--- src/timer_pkg.sv ---
// Purpose: constants and types for the pulse width capture timer
// Assumes: 8-bit register port, 250 MHz sys_clk
// Notes: offsets are small indices on the plain register port
// Notes on behaviour
// - mode bits 7,6 both one select capture
// - capture counts prescaled system clock
// - run bit arms; counting waits for edge
// - edge bit zero: falling start, rising stop
// - edge bit one: rising start, falling stop
// - only capture clears run bit by hardware
// - counter holds final value after capture
// - later edges ignored until run set again
// - start and stop come from edges only
// - overflow flags, reloads preload, keeps counting
// - pin events taken at next timer tick; event mode counts its edges at once, without a tick
// - counter read or preload write inhibits count
// - overflow sets flag; irq needs enable
// - overflow while powered down, flag clear, gives wake-up
// - pull-high stays active in timer use
// - mode field: none, event, timer, capture
// - prescale divides by one up to 128
// - counter runs from preload up to FFH
// - preload write reaches counter only when off
package timer_pkg;
    localparam int          ADDR_W      = 2;
    localparam logic [1:0]  ADDR_CTRL   = 2'h0;
    localparam logic [1:0]  ADDR_COUNT  = 2'h1;
    localparam logic [1:0]  ADDR_STAT   = 2'h2;
    localparam logic [7:0]  CTRL_RESET  = 8'h08;
    localparam logic [7:0]  CTRL_WMASK  = 8'hDF;
    localparam int          MODE_HI     = 7;
    localparam int          MODE_LO     = 6;
    localparam int          RUN_BIT     = 4;
    localparam int          EDGE_BIT    = 3;
    localparam int          PSC_HI      = 2;
    localparam int          FLAG_BIT    = 0;
    localparam int          IEN_BIT     = 1;
    localparam logic [1:0]  MODE_NONE   = 2'h0;
    localparam logic [1:0]  MODE_EVENT  = 2'h1;
    localparam logic [1:0]  MODE_TIMER  = 2'h2;
    localparam logic [1:0]  MODE_CAPT   = 2'h3;
    localparam logic [7:0]  COUNT_FULL  = 8'hFF;
    localparam logic [7:0]  COUNT_RESET = 8'h00;
    localparam int          PSC_W       = 7;
    typedef enum logic [1:0] {CAP_IDLE, CAP_ARMED, CAP_COUNT} cap_state_t;
endpackage
--- src/pin_edge_sync.sv ---
// Purpose: three-stage pin synchroniser with edge pulses
// Assumes: pin is asynchronous to sys_clk
// Notes: a change counts once stages two and three agree
`timescale 1ns/1ps
module pin_edge_sync (
    input  wire logic sys_clk,
    input  wire logic rst_n,
    input  wire logic pin_in,
    output logic      level,
    output logic      rise,
    output logic      fall
);
    typedef struct packed {
        logic s1;
        logic s2;
        logic s3;
        logic stable;
        logic rise;
        logic fall;
    } sync_t;

    sync_t state_reg;
    sync_t state_next;

    // stage one feeds stage two only; edges judged on two and three
    always_comb begin
        state_next = state_reg;
        state_next.s1 = pin_in;
        state_next.s2 = state_reg.s1;
        state_next.s3 = state_reg.s2;
        state_next.rise = 1'b0;
        state_next.fall = 1'b0;
        if (state_reg.s2 == state_reg.s3 && state_reg.s3 != state_reg.stable) begin
            state_next.stable = state_reg.s3;
            state_next.rise = state_reg.s3;
            state_next.fall = ~state_reg.s3;
        end
    end

    // pin idles high through its pull-up, so reset assumes high
    always_ff @(posedge sys_clk or negedge rst_n) begin
        if (!rst_n) begin
            state_reg <= '{s1: 1'b1, s2: 1'b1, s3: 1'b1, stable: 1'b1,
                           rise: 1'b0, fall: 1'b0};
        end else begin
            state_reg <= state_next;
        end
    end

    assign level = state_reg.stable;
    assign rise = state_reg.rise;
    assign fall = state_reg.fall;
endmodule

--- src/pulse_width_capture_timer.sv ---
// Purpose: 8-bit timer, event counter and pulse width capture
// Assumes: single sys_clk domain, plain register port
// Notes: counter at ADDR_COUNT reads the count, writes the preload
//
// Strobed register access and the placing of the registers were decided locally.
`timescale 1ns/1ps
module pulse_width_capture_timer (
    input  wire logic                           sys_clk,
    input  wire logic                           rst_n,
    input  wire logic [timer_pkg::ADDR_W-1:0]   reg_addr,
    input  wire logic [7:0]                     reg_wdata,
    input  wire logic                           reg_wr,
    input  wire logic                           reg_rd,
    output logic      [7:0]                     reg_rdata,
    input  wire logic                           timer_input_pin,
    input  wire logic                           power_down,
    input  wire logic                           pull_high_en,
    output logic                                pin_pull_up,
    output logic                                timer_irq,
    output logic                                wake_up
);
    typedef struct packed {
        logic [7:0]                    ctrl;
        logic [7:0]                    count;
        logic [7:0]                    preload;
        logic                          irq_flag;
        logic                          irq_en;
        logic [timer_pkg::PSC_W-1:0]   psc;
        timer_pkg::cap_state_t         cap;
        logic                          pend_start;
        logic                          pend_stop;
        logic [7:0]                    rdata;
        logic                          wake;
        logic                          pull_up;
    } timer_state_t;

    timer_state_t state_reg;
    timer_state_t state_next;

    logic                          pin_level;
    logic                          pin_rise;
    logic                          pin_fall;
    logic [1:0]                    mode;
    logic                          run;
    logic                          edge_sel;
    logic [2:0]                    psel;
    logic [timer_pkg::PSC_W-1:0]   psc_mask;
    logic                          tick;
    logic                          start_edge;
    logic                          stop_edge;
    logic                          event_edge;
    logic                          inhibit;
    logic                          cap_start_now;
    logic                          cap_stop_now;
    logic                          inc;
    logic                          ovf;

    // pin arrives asynchronously; edges come out as one-cycle pulses
    pin_edge_sync u_pin_sync (
        .sys_clk (sys_clk),
        .rst_n   (rst_n),
        .pin_in  (timer_input_pin),
        .level   (pin_level),
        .rise    (pin_rise),
        .fall    (pin_fall)
    );

    // control field decode
    assign mode = state_reg.ctrl[timer_pkg::MODE_HI:timer_pkg::MODE_LO];
    assign run = state_reg.ctrl[timer_pkg::RUN_BIT];
    assign edge_sel = state_reg.ctrl[timer_pkg::EDGE_BIT];
    assign psel = state_reg.ctrl[timer_pkg::PSC_HI:0];

    // prescaler tick: divide by two to the power of psel
    assign psc_mask = timer_pkg::PSC_W'((8'h01 << psel) - 8'h01);
    assign tick = ((state_reg.psc & psc_mask) == psc_mask);

    // only transitions matter, never the static level
    assign start_edge = edge_sel ? pin_rise : pin_fall;
    assign stop_edge = edge_sel ? pin_fall : pin_rise;
    assign event_edge = edge_sel ? pin_fall : pin_rise;

    // counter read or preload write steals the count that cycle
    assign inhibit = (reg_rd || reg_wr) && (reg_addr == timer_pkg::ADDR_COUNT);

    // capture start and stop edges are acted on at the next timer tick only
    assign cap_start_now = (state_reg.cap == timer_pkg::CAP_ARMED) && tick
                           && (state_reg.pend_start || start_edge);
    assign cap_stop_now = (state_reg.cap == timer_pkg::CAP_COUNT) && tick
                          && (state_reg.pend_stop || stop_edge);

    // increment source per mode
    always_comb begin
        inc = 1'b0;
        unique case (mode)
            timer_pkg::MODE_TIMER: inc = run && tick;
            timer_pkg::MODE_EVENT: inc = run && event_edge;
            timer_pkg::MODE_CAPT: begin
                inc = run && (state_reg.cap == timer_pkg::CAP_COUNT)
                      && tick && !cap_stop_now;
            end
            timer_pkg::MODE_NONE: inc = 1'b0;
        endcase
        if (inhibit) begin
            inc = 1'b0;
        end
    end

    assign ovf = inc && (state_reg.count == timer_pkg::COUNT_FULL);

    // next-state logic for the whole block
    always_comb begin
        state_next = state_reg;
        state_next.wake = 1'b0;
        state_next.psc = state_reg.psc + 7'h01;
        state_next.pull_up = pull_high_en;

        // capture sequencing
        if (mode != timer_pkg::MODE_CAPT || !run) begin
            state_next.cap = timer_pkg::CAP_IDLE;
            state_next.pend_start = 1'b0;
            state_next.pend_stop = 1'b0;
        end else begin
            unique case (state_reg.cap)
                timer_pkg::CAP_IDLE: begin
                    state_next.cap = timer_pkg::CAP_ARMED;
                end
                timer_pkg::CAP_ARMED: begin
                    if (cap_start_now) begin
                        state_next.cap = timer_pkg::CAP_COUNT;
                        state_next.pend_start = 1'b0;
                    end else if (start_edge) begin
                        state_next.pend_start = 1'b1;
                    end
                end
                timer_pkg::CAP_COUNT: begin
                    if (cap_stop_now) begin
                        // only capture may drop the run bit itself
                        state_next.cap = timer_pkg::CAP_IDLE;
                        state_next.pend_stop = 1'b0;
                        state_next.ctrl[timer_pkg::RUN_BIT] = 1'b0;
                    end else if (stop_edge) begin
                        state_next.pend_stop = 1'b1;
                    end
                end
                default: state_next.cap = timer_pkg::CAP_IDLE;
            endcase
        end

        // counting and overflow reload
        if (inc) begin
            if (ovf) begin
                state_next.count = state_reg.preload;
            end else begin
                state_next.count = state_reg.count + 8'h01;
            end
        end

        // flag set on every overflow; wake only if flag was clear
        if (ovf) begin
            state_next.irq_flag = 1'b1;
            state_next.wake = power_down && !state_reg.irq_flag;
        end

        // software writes; flag set beats a clear in the same cycle
        if (reg_wr) begin
            unique case (reg_addr)
                timer_pkg::ADDR_CTRL: begin
                    state_next.ctrl = reg_wdata & timer_pkg::CTRL_WMASK;
                end
                timer_pkg::ADDR_COUNT: begin
                    state_next.preload = reg_wdata;
                    if (!run) begin
                        state_next.count = reg_wdata;
                    end
                end
                timer_pkg::ADDR_STAT: begin
                    state_next.irq_en = reg_wdata[timer_pkg::IEN_BIT];
                    state_next.irq_flag = reg_wdata[timer_pkg::FLAG_BIT] || ovf;
                end
                default: state_next.ctrl = state_next.ctrl;
            endcase
        end

        // read data valid the cycle after the strobe only
        state_next.rdata = 8'h00;
        if (reg_rd) begin
            unique case (reg_addr)
                timer_pkg::ADDR_CTRL: state_next.rdata = state_reg.ctrl;
                timer_pkg::ADDR_COUNT: state_next.rdata = state_reg.count;
                timer_pkg::ADDR_STAT: begin
                    state_next.rdata = {6'h00, state_reg.irq_en, state_reg.irq_flag};
                end
                default: state_next.rdata = 8'h00;
            endcase
        end
    end

    // state register; counter reset value keeps power-on defined
    always_ff @(posedge sys_clk or negedge rst_n) begin
        if (!rst_n) begin
            state_reg <= '{ctrl: timer_pkg::CTRL_RESET,
                           count: timer_pkg::COUNT_RESET,
                           preload: timer_pkg::COUNT_RESET,
                           irq_flag: 1'b0,
                           irq_en: 1'b0,
                           psc: '0,
                           cap: timer_pkg::CAP_IDLE,
                           pend_start: 1'b0,
                           pend_stop: 1'b0,
                           rdata: 8'h00,
                           wake: 1'b0,
                           pull_up: 1'b0};
        end else begin
            state_reg <= state_next;
        end
    end

    // outputs
    assign reg_rdata = state_reg.rdata;
    assign timer_irq = state_reg.irq_flag && state_reg.irq_en;
    assign wake_up = state_reg.wake;
    assign pin_pull_up = state_reg.pull_up;

    // checks
    AST_CAP_ARM: assert property (@(posedge sys_clk) disable iff (!rst_n)
        (state_reg.cap == timer_pkg::CAP_IDLE && mode == timer_pkg::MODE_CAPT
         && run && !reg_wr) |=> state_reg.cap == timer_pkg::CAP_ARMED)
        else $error("capture did not arm");

    AST_TIMER_STEP: assert property (@(posedge sys_clk) disable iff (!rst_n)
        (mode == timer_pkg::MODE_TIMER && run && tick && !inhibit && !reg_wr
         && state_reg.count != timer_pkg::COUNT_FULL)
        |=> state_reg.count == $past(state_reg.count) + 8'h01)
        else $error("timer tick did not increment");

    AST_ARMED_HOLD: assert property (@(posedge sys_clk) disable iff (!rst_n)
        (state_reg.cap == timer_pkg::CAP_ARMED && mode == timer_pkg::MODE_CAPT
         && !reg_wr) |=> $stable(state_reg.count))
        else $error("armed counter moved before start edge");

    AST_STOP_CLEAR: assert property (@(posedge sys_clk) disable iff (!rst_n)
        (cap_stop_now && run && !reg_wr)
        |=> !run && state_reg.cap == timer_pkg::CAP_IDLE)
        else $error("stop edge did not clear run");

    AST_RUN_SW_ONLY: assert property (@(posedge sys_clk) disable iff (!rst_n)
        (mode != timer_pkg::MODE_CAPT && run && !reg_wr) |=> run)
        else $error("run bit dropped outside capture");

    AST_RESULT_HOLD: assert property (@(posedge sys_clk) disable iff (!rst_n)
        (mode == timer_pkg::MODE_CAPT && !run && !reg_wr)
        |=> $stable(state_reg.count) && state_reg.cap == timer_pkg::CAP_IDLE)
        else $error("capture result changed after stop");

    AST_OVF_RELOAD: assert property (@(posedge sys_clk) disable iff (!rst_n)
        (ovf && !reg_wr) |=> state_reg.count == $past(state_reg.preload)
        && state_reg.irq_flag)
        else $error("overflow did not reload and flag");

    AST_IRQ_GATED: assert property (@(posedge sys_clk) disable iff (!rst_n)
        (ovf && !state_reg.irq_en && !reg_wr) |=> state_reg.irq_flag && !timer_irq)
        else $error("interrupt escaped its enable");

    AST_WAKE: assert property (@(posedge sys_clk) disable iff (!rst_n)
        (ovf && power_down && !state_reg.irq_flag) |=> wake_up ##1 !wake_up)
        else $error("no wake pulse on powered-down overflow");

    AST_INHIBIT: assert property (@(posedge sys_clk) disable iff (!rst_n)
        (reg_rd && reg_addr == timer_pkg::ADDR_COUNT) |=> $stable(state_reg.count))
        else $error("counter moved during read");

    AST_PRELOAD_OFF: assert property (@(posedge sys_clk) disable iff (!rst_n)
        (reg_wr && reg_addr == timer_pkg::ADDR_COUNT && !run)
        |=> state_reg.count == $past(reg_wdata))
        else $error("preload write while off missed counter");

    AST_PULLUP: assert property (@(posedge sys_clk) disable iff (!rst_n)
        pull_high_en |=> pin_pull_up)
        else $error("pull-up dropped");

    // capture start: only the selected edge, acted on at a tick, may start it
    AST_START_COUNT: assert property (@(posedge sys_clk) disable iff (!rst_n)
        (mode == timer_pkg::MODE_CAPT && run && cap_start_now && !reg_wr)
        |=> state_reg.cap == timer_pkg::CAP_COUNT)
        else $error("start tick did not begin counting");

    AST_NO_LEVEL_START: assert property (@(posedge sys_clk) disable iff (!rst_n)
        (mode == timer_pkg::MODE_CAPT && run && state_reg.cap == timer_pkg::CAP_ARMED
         && !state_reg.pend_start && !start_edge) |=> state_reg.cap != timer_pkg::CAP_COUNT)
        else $error("capture started without an edge");

    AST_FALL_ONLY: assert property (@(posedge sys_clk) disable iff (!rst_n)
        (mode == timer_pkg::MODE_CAPT && run && !edge_sel && pin_rise
         && state_reg.cap == timer_pkg::CAP_ARMED && !state_reg.pend_start)
        |=> state_reg.cap == timer_pkg::CAP_ARMED && !state_reg.pend_start)
        else $error("rising edge started a falling-edge capture");

    AST_RISE_ONLY: assert property (@(posedge sys_clk) disable iff (!rst_n)
        (mode == timer_pkg::MODE_CAPT && run && edge_sel && pin_fall
         && state_reg.cap == timer_pkg::CAP_ARMED && !state_reg.pend_start)
        |=> state_reg.cap == timer_pkg::CAP_ARMED && !state_reg.pend_start)
        else $error("falling edge started a rising-edge capture");

    AST_CAPT_STEP: assert property (@(posedge sys_clk) disable iff (!rst_n)
        (mode == timer_pkg::MODE_CAPT && run && state_reg.cap == timer_pkg::CAP_COUNT && tick
         && !cap_stop_now && !inhibit && !reg_wr && state_reg.count != timer_pkg::COUNT_FULL)
        |=> state_reg.count == $past(state_reg.count) + 8'h01)
        else $error("capture tick did not increment");

    AST_TICK_HOLD: assert property (@(posedge sys_clk) disable iff (!rst_n)
        (mode == timer_pkg::MODE_CAPT && !tick && !reg_wr) |=> $stable(state_reg.count))
        else $error("capture count moved between ticks");

    AST_STOP_FREEZE: assert property (@(posedge sys_clk) disable iff (!rst_n)
        (mode == timer_pkg::MODE_CAPT && cap_stop_now && !reg_wr)
        |=> $stable(state_reg.count))
        else $error("stop tick still counted");

    AST_EVENT_STEP: assert property (@(posedge sys_clk) disable iff (!rst_n)
        (mode == timer_pkg::MODE_EVENT && run && event_edge && !inhibit && !reg_wr
         && state_reg.count != timer_pkg::COUNT_FULL)
        |=> state_reg.count == $past(state_reg.count) + 8'h01)
        else $error("event edge not counted");

    AST_NONE_HOLD: assert property (@(posedge sys_clk) disable iff (!rst_n)
        (mode == timer_pkg::MODE_NONE && !reg_wr) |=> $stable(state_reg.count))
        else $error("counter moved with no mode");

    AST_PRELOAD_WAIT: assert property (@(posedge sys_clk) disable iff (!rst_n)
        (reg_wr && reg_addr == timer_pkg::ADDR_COUNT && run)
        |=> state_reg.preload == $past(reg_wdata) && $stable(state_reg.count))
        else $error("running preload write reached counter");

    // flag, prescaler and wake: overflow set must beat a software clear
    AST_FLAG_WRITE: assert property (@(posedge sys_clk) disable iff (!rst_n)
        (reg_wr && reg_addr == timer_pkg::ADDR_STAT)
        |=> state_reg.irq_flag == ($past(reg_wdata[timer_pkg::FLAG_BIT]) || $past(ovf)))
        else $error("flag write lost or beat an overflow");

    AST_PSC_PERIOD: assert property (@(posedge sys_clk) disable iff (!rst_n)
        (tick && psel != 3'h0 && !reg_wr) |=> !tick)
        else $error("prescaler ticked twice in a row");

    AST_WAKE_CAUSE: assert property (@(posedge sys_clk) disable iff (!rst_n)
        wake_up |-> $past(ovf) && $past(power_down))
        else $error("wake pulse without overflow");
endmodule

--- config.mk ---
export PLATFORM = sky130hd
export DESIGN_NAME = pulse_width_capture_timer
export DESIGN_NICKNAME = d
export VERILOG_FILES = /design/src/timer_pkg.sv /design/src/pin_edge_sync.sv /design/src/pulse_width_capture_timer.sv
export SDC_FILE = /design/constraint.sdc
export NUM_CORES = 1
export LEC_CHECK = 0
export BUFFER_PORTS_ARGS = -buffer_cell sky130_fd_sc_hd__buf_2
export CAP_MARGIN = 5
export CORE_ASPECT_RATIO = 1.2
export CORE_UTILIZATION = 40
export DETAILED_ROUTE_END_ITERATION = 12
export SLEW_MARGIN = 5
export SYNTH_ARGS = -nofsm -noshare
export SYNTH_HDL_FRONTEND = slang
export SYNTH_SLANG_ARGS = --single-unit
--- constraint.sdc ---
create_clock -name sys_clk -period 3.51 [get_ports sys_clk]
set_input_delay 0.351 -clock sys_clk [delete_from_list [all_inputs] [get_ports sys_clk]]
set_output_delay 0.351 -clock sys_clk [all_outputs]
set_load 0.1 [all_outputs]
### Word-level counts from Yosys, hierarchy flattened

Cells that the tools add are included.

| word-level totals | value |
|---|---|
| flip-flop bits (word level) | 52 |
| bits of input ports | 17 |
| output and inout port bits | 11 |
| word-level logic and storage cells | 103 |

| operators by class | value |
|---|---|
| add/sub/neg operators | 3 |
| equality and inequality tests | 14 |
| shifts and indexed selects | 1 |
| mux-type cells | 29 |
| bitwise logic cells | 2 |
| reduce and logical (&&, ||, !) cells | 35 |

Operator list:

| kind | count |
|---|---|
| $mux 8 | 4 |
| $pmux 8 s3 | 1 |
| $mux 23 | 1 |
| $mux 16 | 1 |
| $logic_and 1x1->1 | 14 |
| $mux 1 | 14 |
| $reduce_and 2->1 | 6 |
| $add 8x1->8 const B | 1 |
| $eq 2x2->1 const B | 4 |
| $eq 8x8->1 const B | 1 |
| $mux 2 | 4 |
| $add 7x1->7 const B | 1 |
| $and 7x7->7 | 1 |
| $eq 7x7->1 | 1 |
| $shl 1x3->7 const A | 1 |
| $sub 7x1->7 const B | 1 |
| $eq 2x1->1 const B | 3 |
| $logic_not 2->1 | 3 |
| $ne 3x2->1 const B | 2 |
| $pmux 2 s3 | 1 |
| $reduce_bool 3->1 | 2 |
| $logic_or 1x1->1 | 5 |
| $mux 5 | 1 |
| $mux 4 | 1 |
| 7 further kinds | 10 |

### Longest topological paths before layout

| logic depth | value |
|---|---|
| depth after elaboration | 16 |
| mapped depth | 11 |
| mapped depth without buffers | 9 |

### Hierarchy

From an unflattened synthesis, not the netlist that was laid out.

| unflattened totals | value |
|---|---|
| cells, all modules | 253 |
| area, all modules | 2701.3 µm² |

By module, submodules not included:

| module | instances | cells an instance | area each (µm²) | seq. area each (µm²) |
|---|---|---|---|---|
| pulse_width_capture_timer | 1 | 244 | 2517.4 | 1152.4 |
| pin_edge_sync | 1 | 9 | 183.9 | 155.1 |

### Worst setup path after synthesis

No wires, ideal clock.

| path | value |
|---|---|
| path type | flip-flop to flip-flop |
| from | register state_reg, in the netlist psel[2] |
| to | register state_reg[31] (netlist name) |
| library setup time | 126 ps |
| data arrival time | 2443 ps |
| data required time | 3384 ps |
| path slack | 941 ps |
| stages on the path, launching flop included | 10 |
| path buffers | 2 |
| period minus slack after synthesis | 2569 ps |
| path through | dfrtp_1 > buf_2 > or3_1 > ha_1 > or4b_1 > o311ai_1 > a221o_2 > o31ai_4 > buf_6 > o311a_1 |

RTL lines:

| item | line | text |
|---|---|---|
| start: declaration | pulse_width_capture_timer.sv:37 | `timer_state_t state_reg;` |
| start signal: assignment | pulse_width_capture_timer.sv:202 | `state_reg <= '{ctrl: timer_pkg::CTRL_RESET,` |
| start signal: assignment | pulse_width_capture_timer.sv:215 | `state_reg <= state_next;` |

==> flow_metrics.env <==
export IMPL_status="completed"
export IMPL_dp_cells=347
export IMPL_synth_area_top_cells="dfrtp_1 44%, mux2_2 6.3%, dfstp_2 4.9%"
export IMPL_first_global_vias=1771
export IMPL_crit_start="psel[2]$_DFFE_PN0P_"
export IMPL_synthToLayoutAreaGrowth_pct=9.676
export IMPL_wl_mm=4.978
export IMPL_cts_root_buffer="clkbuf_8"
export IMPL_crit_slowest_cell="o31ai_4"
export IMPL_avgRoutedWirePerCell_um=14.02
export IMPL_drtPass1Iterations=5
export IMPL_via_per_inst=5.270
export IMPL_dieArea_um2=6991
export IMPL_vias=1871
export IMPL_post_cts_repair_setup_buffers=0
export IMPL_crit_arrival_ns=3.07
export IMPL_worstPathMaxFanout=15
export IMPL_crit_path_max_incr_delay_ns=0.55
export IMPL_hold_viol_final=0
export IMPL_clk_latency_ns=0.30
export IMPL_r2r_start="psel[2]$_DFFE_PN0P_"
export IMPL_mostFrequentLayoutCells="47 x dfrtp_1, 27 x buf_2, 24 x nor2_1"
export IMPL_antenna_found_initial=0
export IMPL_crit_family="compound AO/OA/AOI/OAI gates"
export IMPL_fmax_ghz=0.3470
export IMPL_syn_avg_cell_area_um2=10.61
export IMPL_grt_max_degree=50
export IMPL_post_place_ws_ns=0.6527
export IMPL_slew_viol_final=0
export IMPL_clk_pin_slew_worst_paths_ns=0.09
export IMPL_grt_pass1_wl_mm=8.369
export IMPL_async_flop_share=1.000
export IMPL_coreArea_um2=6446
export IMPL_tightest_slew_ns=1.085
export IMPL_synth_area_um2=2664
export IMPL_rsz0062_at_grt="no"
export IMPL_ys_seq_elements=52
export IMPL_synth_edf_count=0
export IMPL_synth_warnings=0
export IMPL_ant_nets=0
export IMPL_start_kind="flop"
export IMPL_end_kind="flop"
export IMPL_clock_sinks=52
export IMPL_finalNonFillerCells=355
export IMPL_synth_top_area_cell="dfrtp_1"
export IMPL_routabilityCongestion=0.8380
export IMPL_start_util=0.4132
export IMPL_p_leak_nw=1.327
export IMPL_tritoncts="done"
export IMPL_synthesis_nets=273
export IMPL_min_period_ns=2.882
export IMPL_htreeDepth=2
export IMPL_reg2reg_slack_ns=0.63
export IMPL_fin_skew_ns=0.007627
export IMPL_hold_class="input pin to flop"
export IMPL_ios=28
export IMPL_ctsHoldBuffers=0
export IMPL_critPathRequiredTime_ns=3.70
export IMPL_powerDensity_nw_per_um2=566.1
export IMPL_min_from="timer_input_pin"
export IMPL_drc_errors=0
export IMPL_maxCapViolCount=0
export IMPL_synthCells=251
export IMPL_numCtsBuffers=5
export IMPL_fin_nets=291
export IMPL_setup_violations_final=0
export IMPL_drt_initial_drc_count=104
export IMPL_ys_types=55
export IMPL_period_share=0.8211
export IMPL_antennaDiodeCount=0
export IMPL_drive_gt1_frac=0.2630
export IMPL_ys_flop_type="dfrtp_1"
export IMPL_io_buffers=27
export IMPL_path_class="flop to flop"
export IMPL_hold_worst_slack_ns=0.1364
export IMPL_synth_top_area_share=0.4415
export IMPL_largest_register_ffs=29
export IMPL_crit_path_cell_trace="or3_1, ha_1, o211ai_2, o311ai_1, a221o_2, o31ai_4, and2_2, o211ai_1"
export IMPL_ir_worst_vdd_mv=0.2694
export IMPL_die_h_um=91.40
export IMPL_tns_ns=0
export IMPL_fp_dieW_um=76.50
export IMPL_rows=32
export IMPL_cts_path_max_buffers=2
export IMPL_timing_final_ws_setup_ns=0.6281
export IMPL_grt_usage=0.1541
export IMPL_yosysSeqAreaShare=0.4908
export IMPL_grt_remaining_overflow=0
export IMPL_hpwl_mm=3.566
export IMPL_maxSlewHeadroom=0.2767
export IMPL_critical_path_buf_inv_count=0
export IMPL_final_common_cell="dfrtp_1"
export IMPL_cts_resized=0
## where the power goes
part           internal [mW]  total, mW  switching [mW]
registers              0.688      0.788          0.0995
clock network          0.252      0.443           0.192
logic                  0.166      0.423           0.256
## cell usage after synthesis, drive strengths merged (2+ instances only)
| cell type | instances |
|---|---|
| dfrtp | 47 |
| nor2 | 24 |
| nand2 | 23 |
| buf | 15 |
| mux2 | 15 |
| inv | 12 |
| nand3 | 10 |
| mux2i | 9 |
| o21ai | 9 |
| a21oi | 6 |
| nor2b | 6 |
| o211ai | 6 |
| xnor2 | 6 |
| a31oi | 5 |
| dfstp | 5 |
| ha | 5 |
| and3 | 4 |
| a211oi | 3 |
| clkbuf | 3 |
| nor3b | 3 |
| a31o | 2 |
| a41o | 2 |
| and2 | 2 |
| nand4 | 2 |
| nand4b | 2 |
| nor3 | 2 |
| o21bai | 2 |
| o22a | 2 |
| o31ai | 2 |
| or2 | 2 |
## layout make-up
type	count	area (µm²)
clock buffers	7	96.34
clock inverters	1	30.03
fillers	591	3525
inverters	12	45.04
multi-input cells	169	1186
flip-flops and latches	52	1308
well taps	85	106.4
repair buffers	29	150.1
## final timing paths
path | to | cells after the start
worst max-delay path | state_reg[32]$_DFF_PN0_ | 8
worst min-delay path | u_pin_sync.state_next[4]$_DFF_PN1_ | 1
worst max register to register | state_reg[32]$_DFF_PN0_ | 8
worst min register to register | u_pin_sync.state_next[3]$_DFF_PN1_ | 0
max in group asynchronous | u_pin_sync.state_reg[3]$_DFF_PN1_ | 2
min in group asynchronous | reg_rdata[7]$_DFF_PN0_ | 1
## routing by layer
metal | track usage | routed length [µm] | up-vias
li1 | - | - | 916
met2 | 0.2470 | 2349 | 37
met3 | 0.02312 | 180 | 10
met4 | 0.08333 | 129 | 0
met5 | 0 | 0 | -
met1 | 0.1995 | 2318 | 908
## stage by stage
stage	power [mW]	util	cell area, µm²
global route	1.744	0.4532	2922
global placement	1.219	0.4336	2795
CTS	1.670	0.4532	2922
detailed placement	1.224	0.4336	2795
finish	1.654	0.4532	2922
floorplan	1.141	-	2664
## worst reg2reg max path, stage by stage, from the launching register on
cell	delay [ns]
dfrtp_1	0.52
or3_1	0.43
ha_1	0.25
o211ai_2	0.08
o311ai_1	0.11
a221o_2	0.45
o31ai_4	0.55
and2_2	0.28
o211ai_1	0.11
## cell families (layout without fill, tap and decap cells)
kind of cell	after synthesis	count (layout)	share of synthesized area
adder cells (fa/ha/maj)	6	6	0.02724
buffers and inverters	30	49	0.06387
flip-flops	52	52	0.4908
AND/OR/NAND/NOR	85	85	0.1635
multiplexers	24	24	0.09723
AO/OA/AOI/OAI	47	47	0.1343
XOR/XNOR	7	7	0.02302
(Power assumes the default switching activity.)
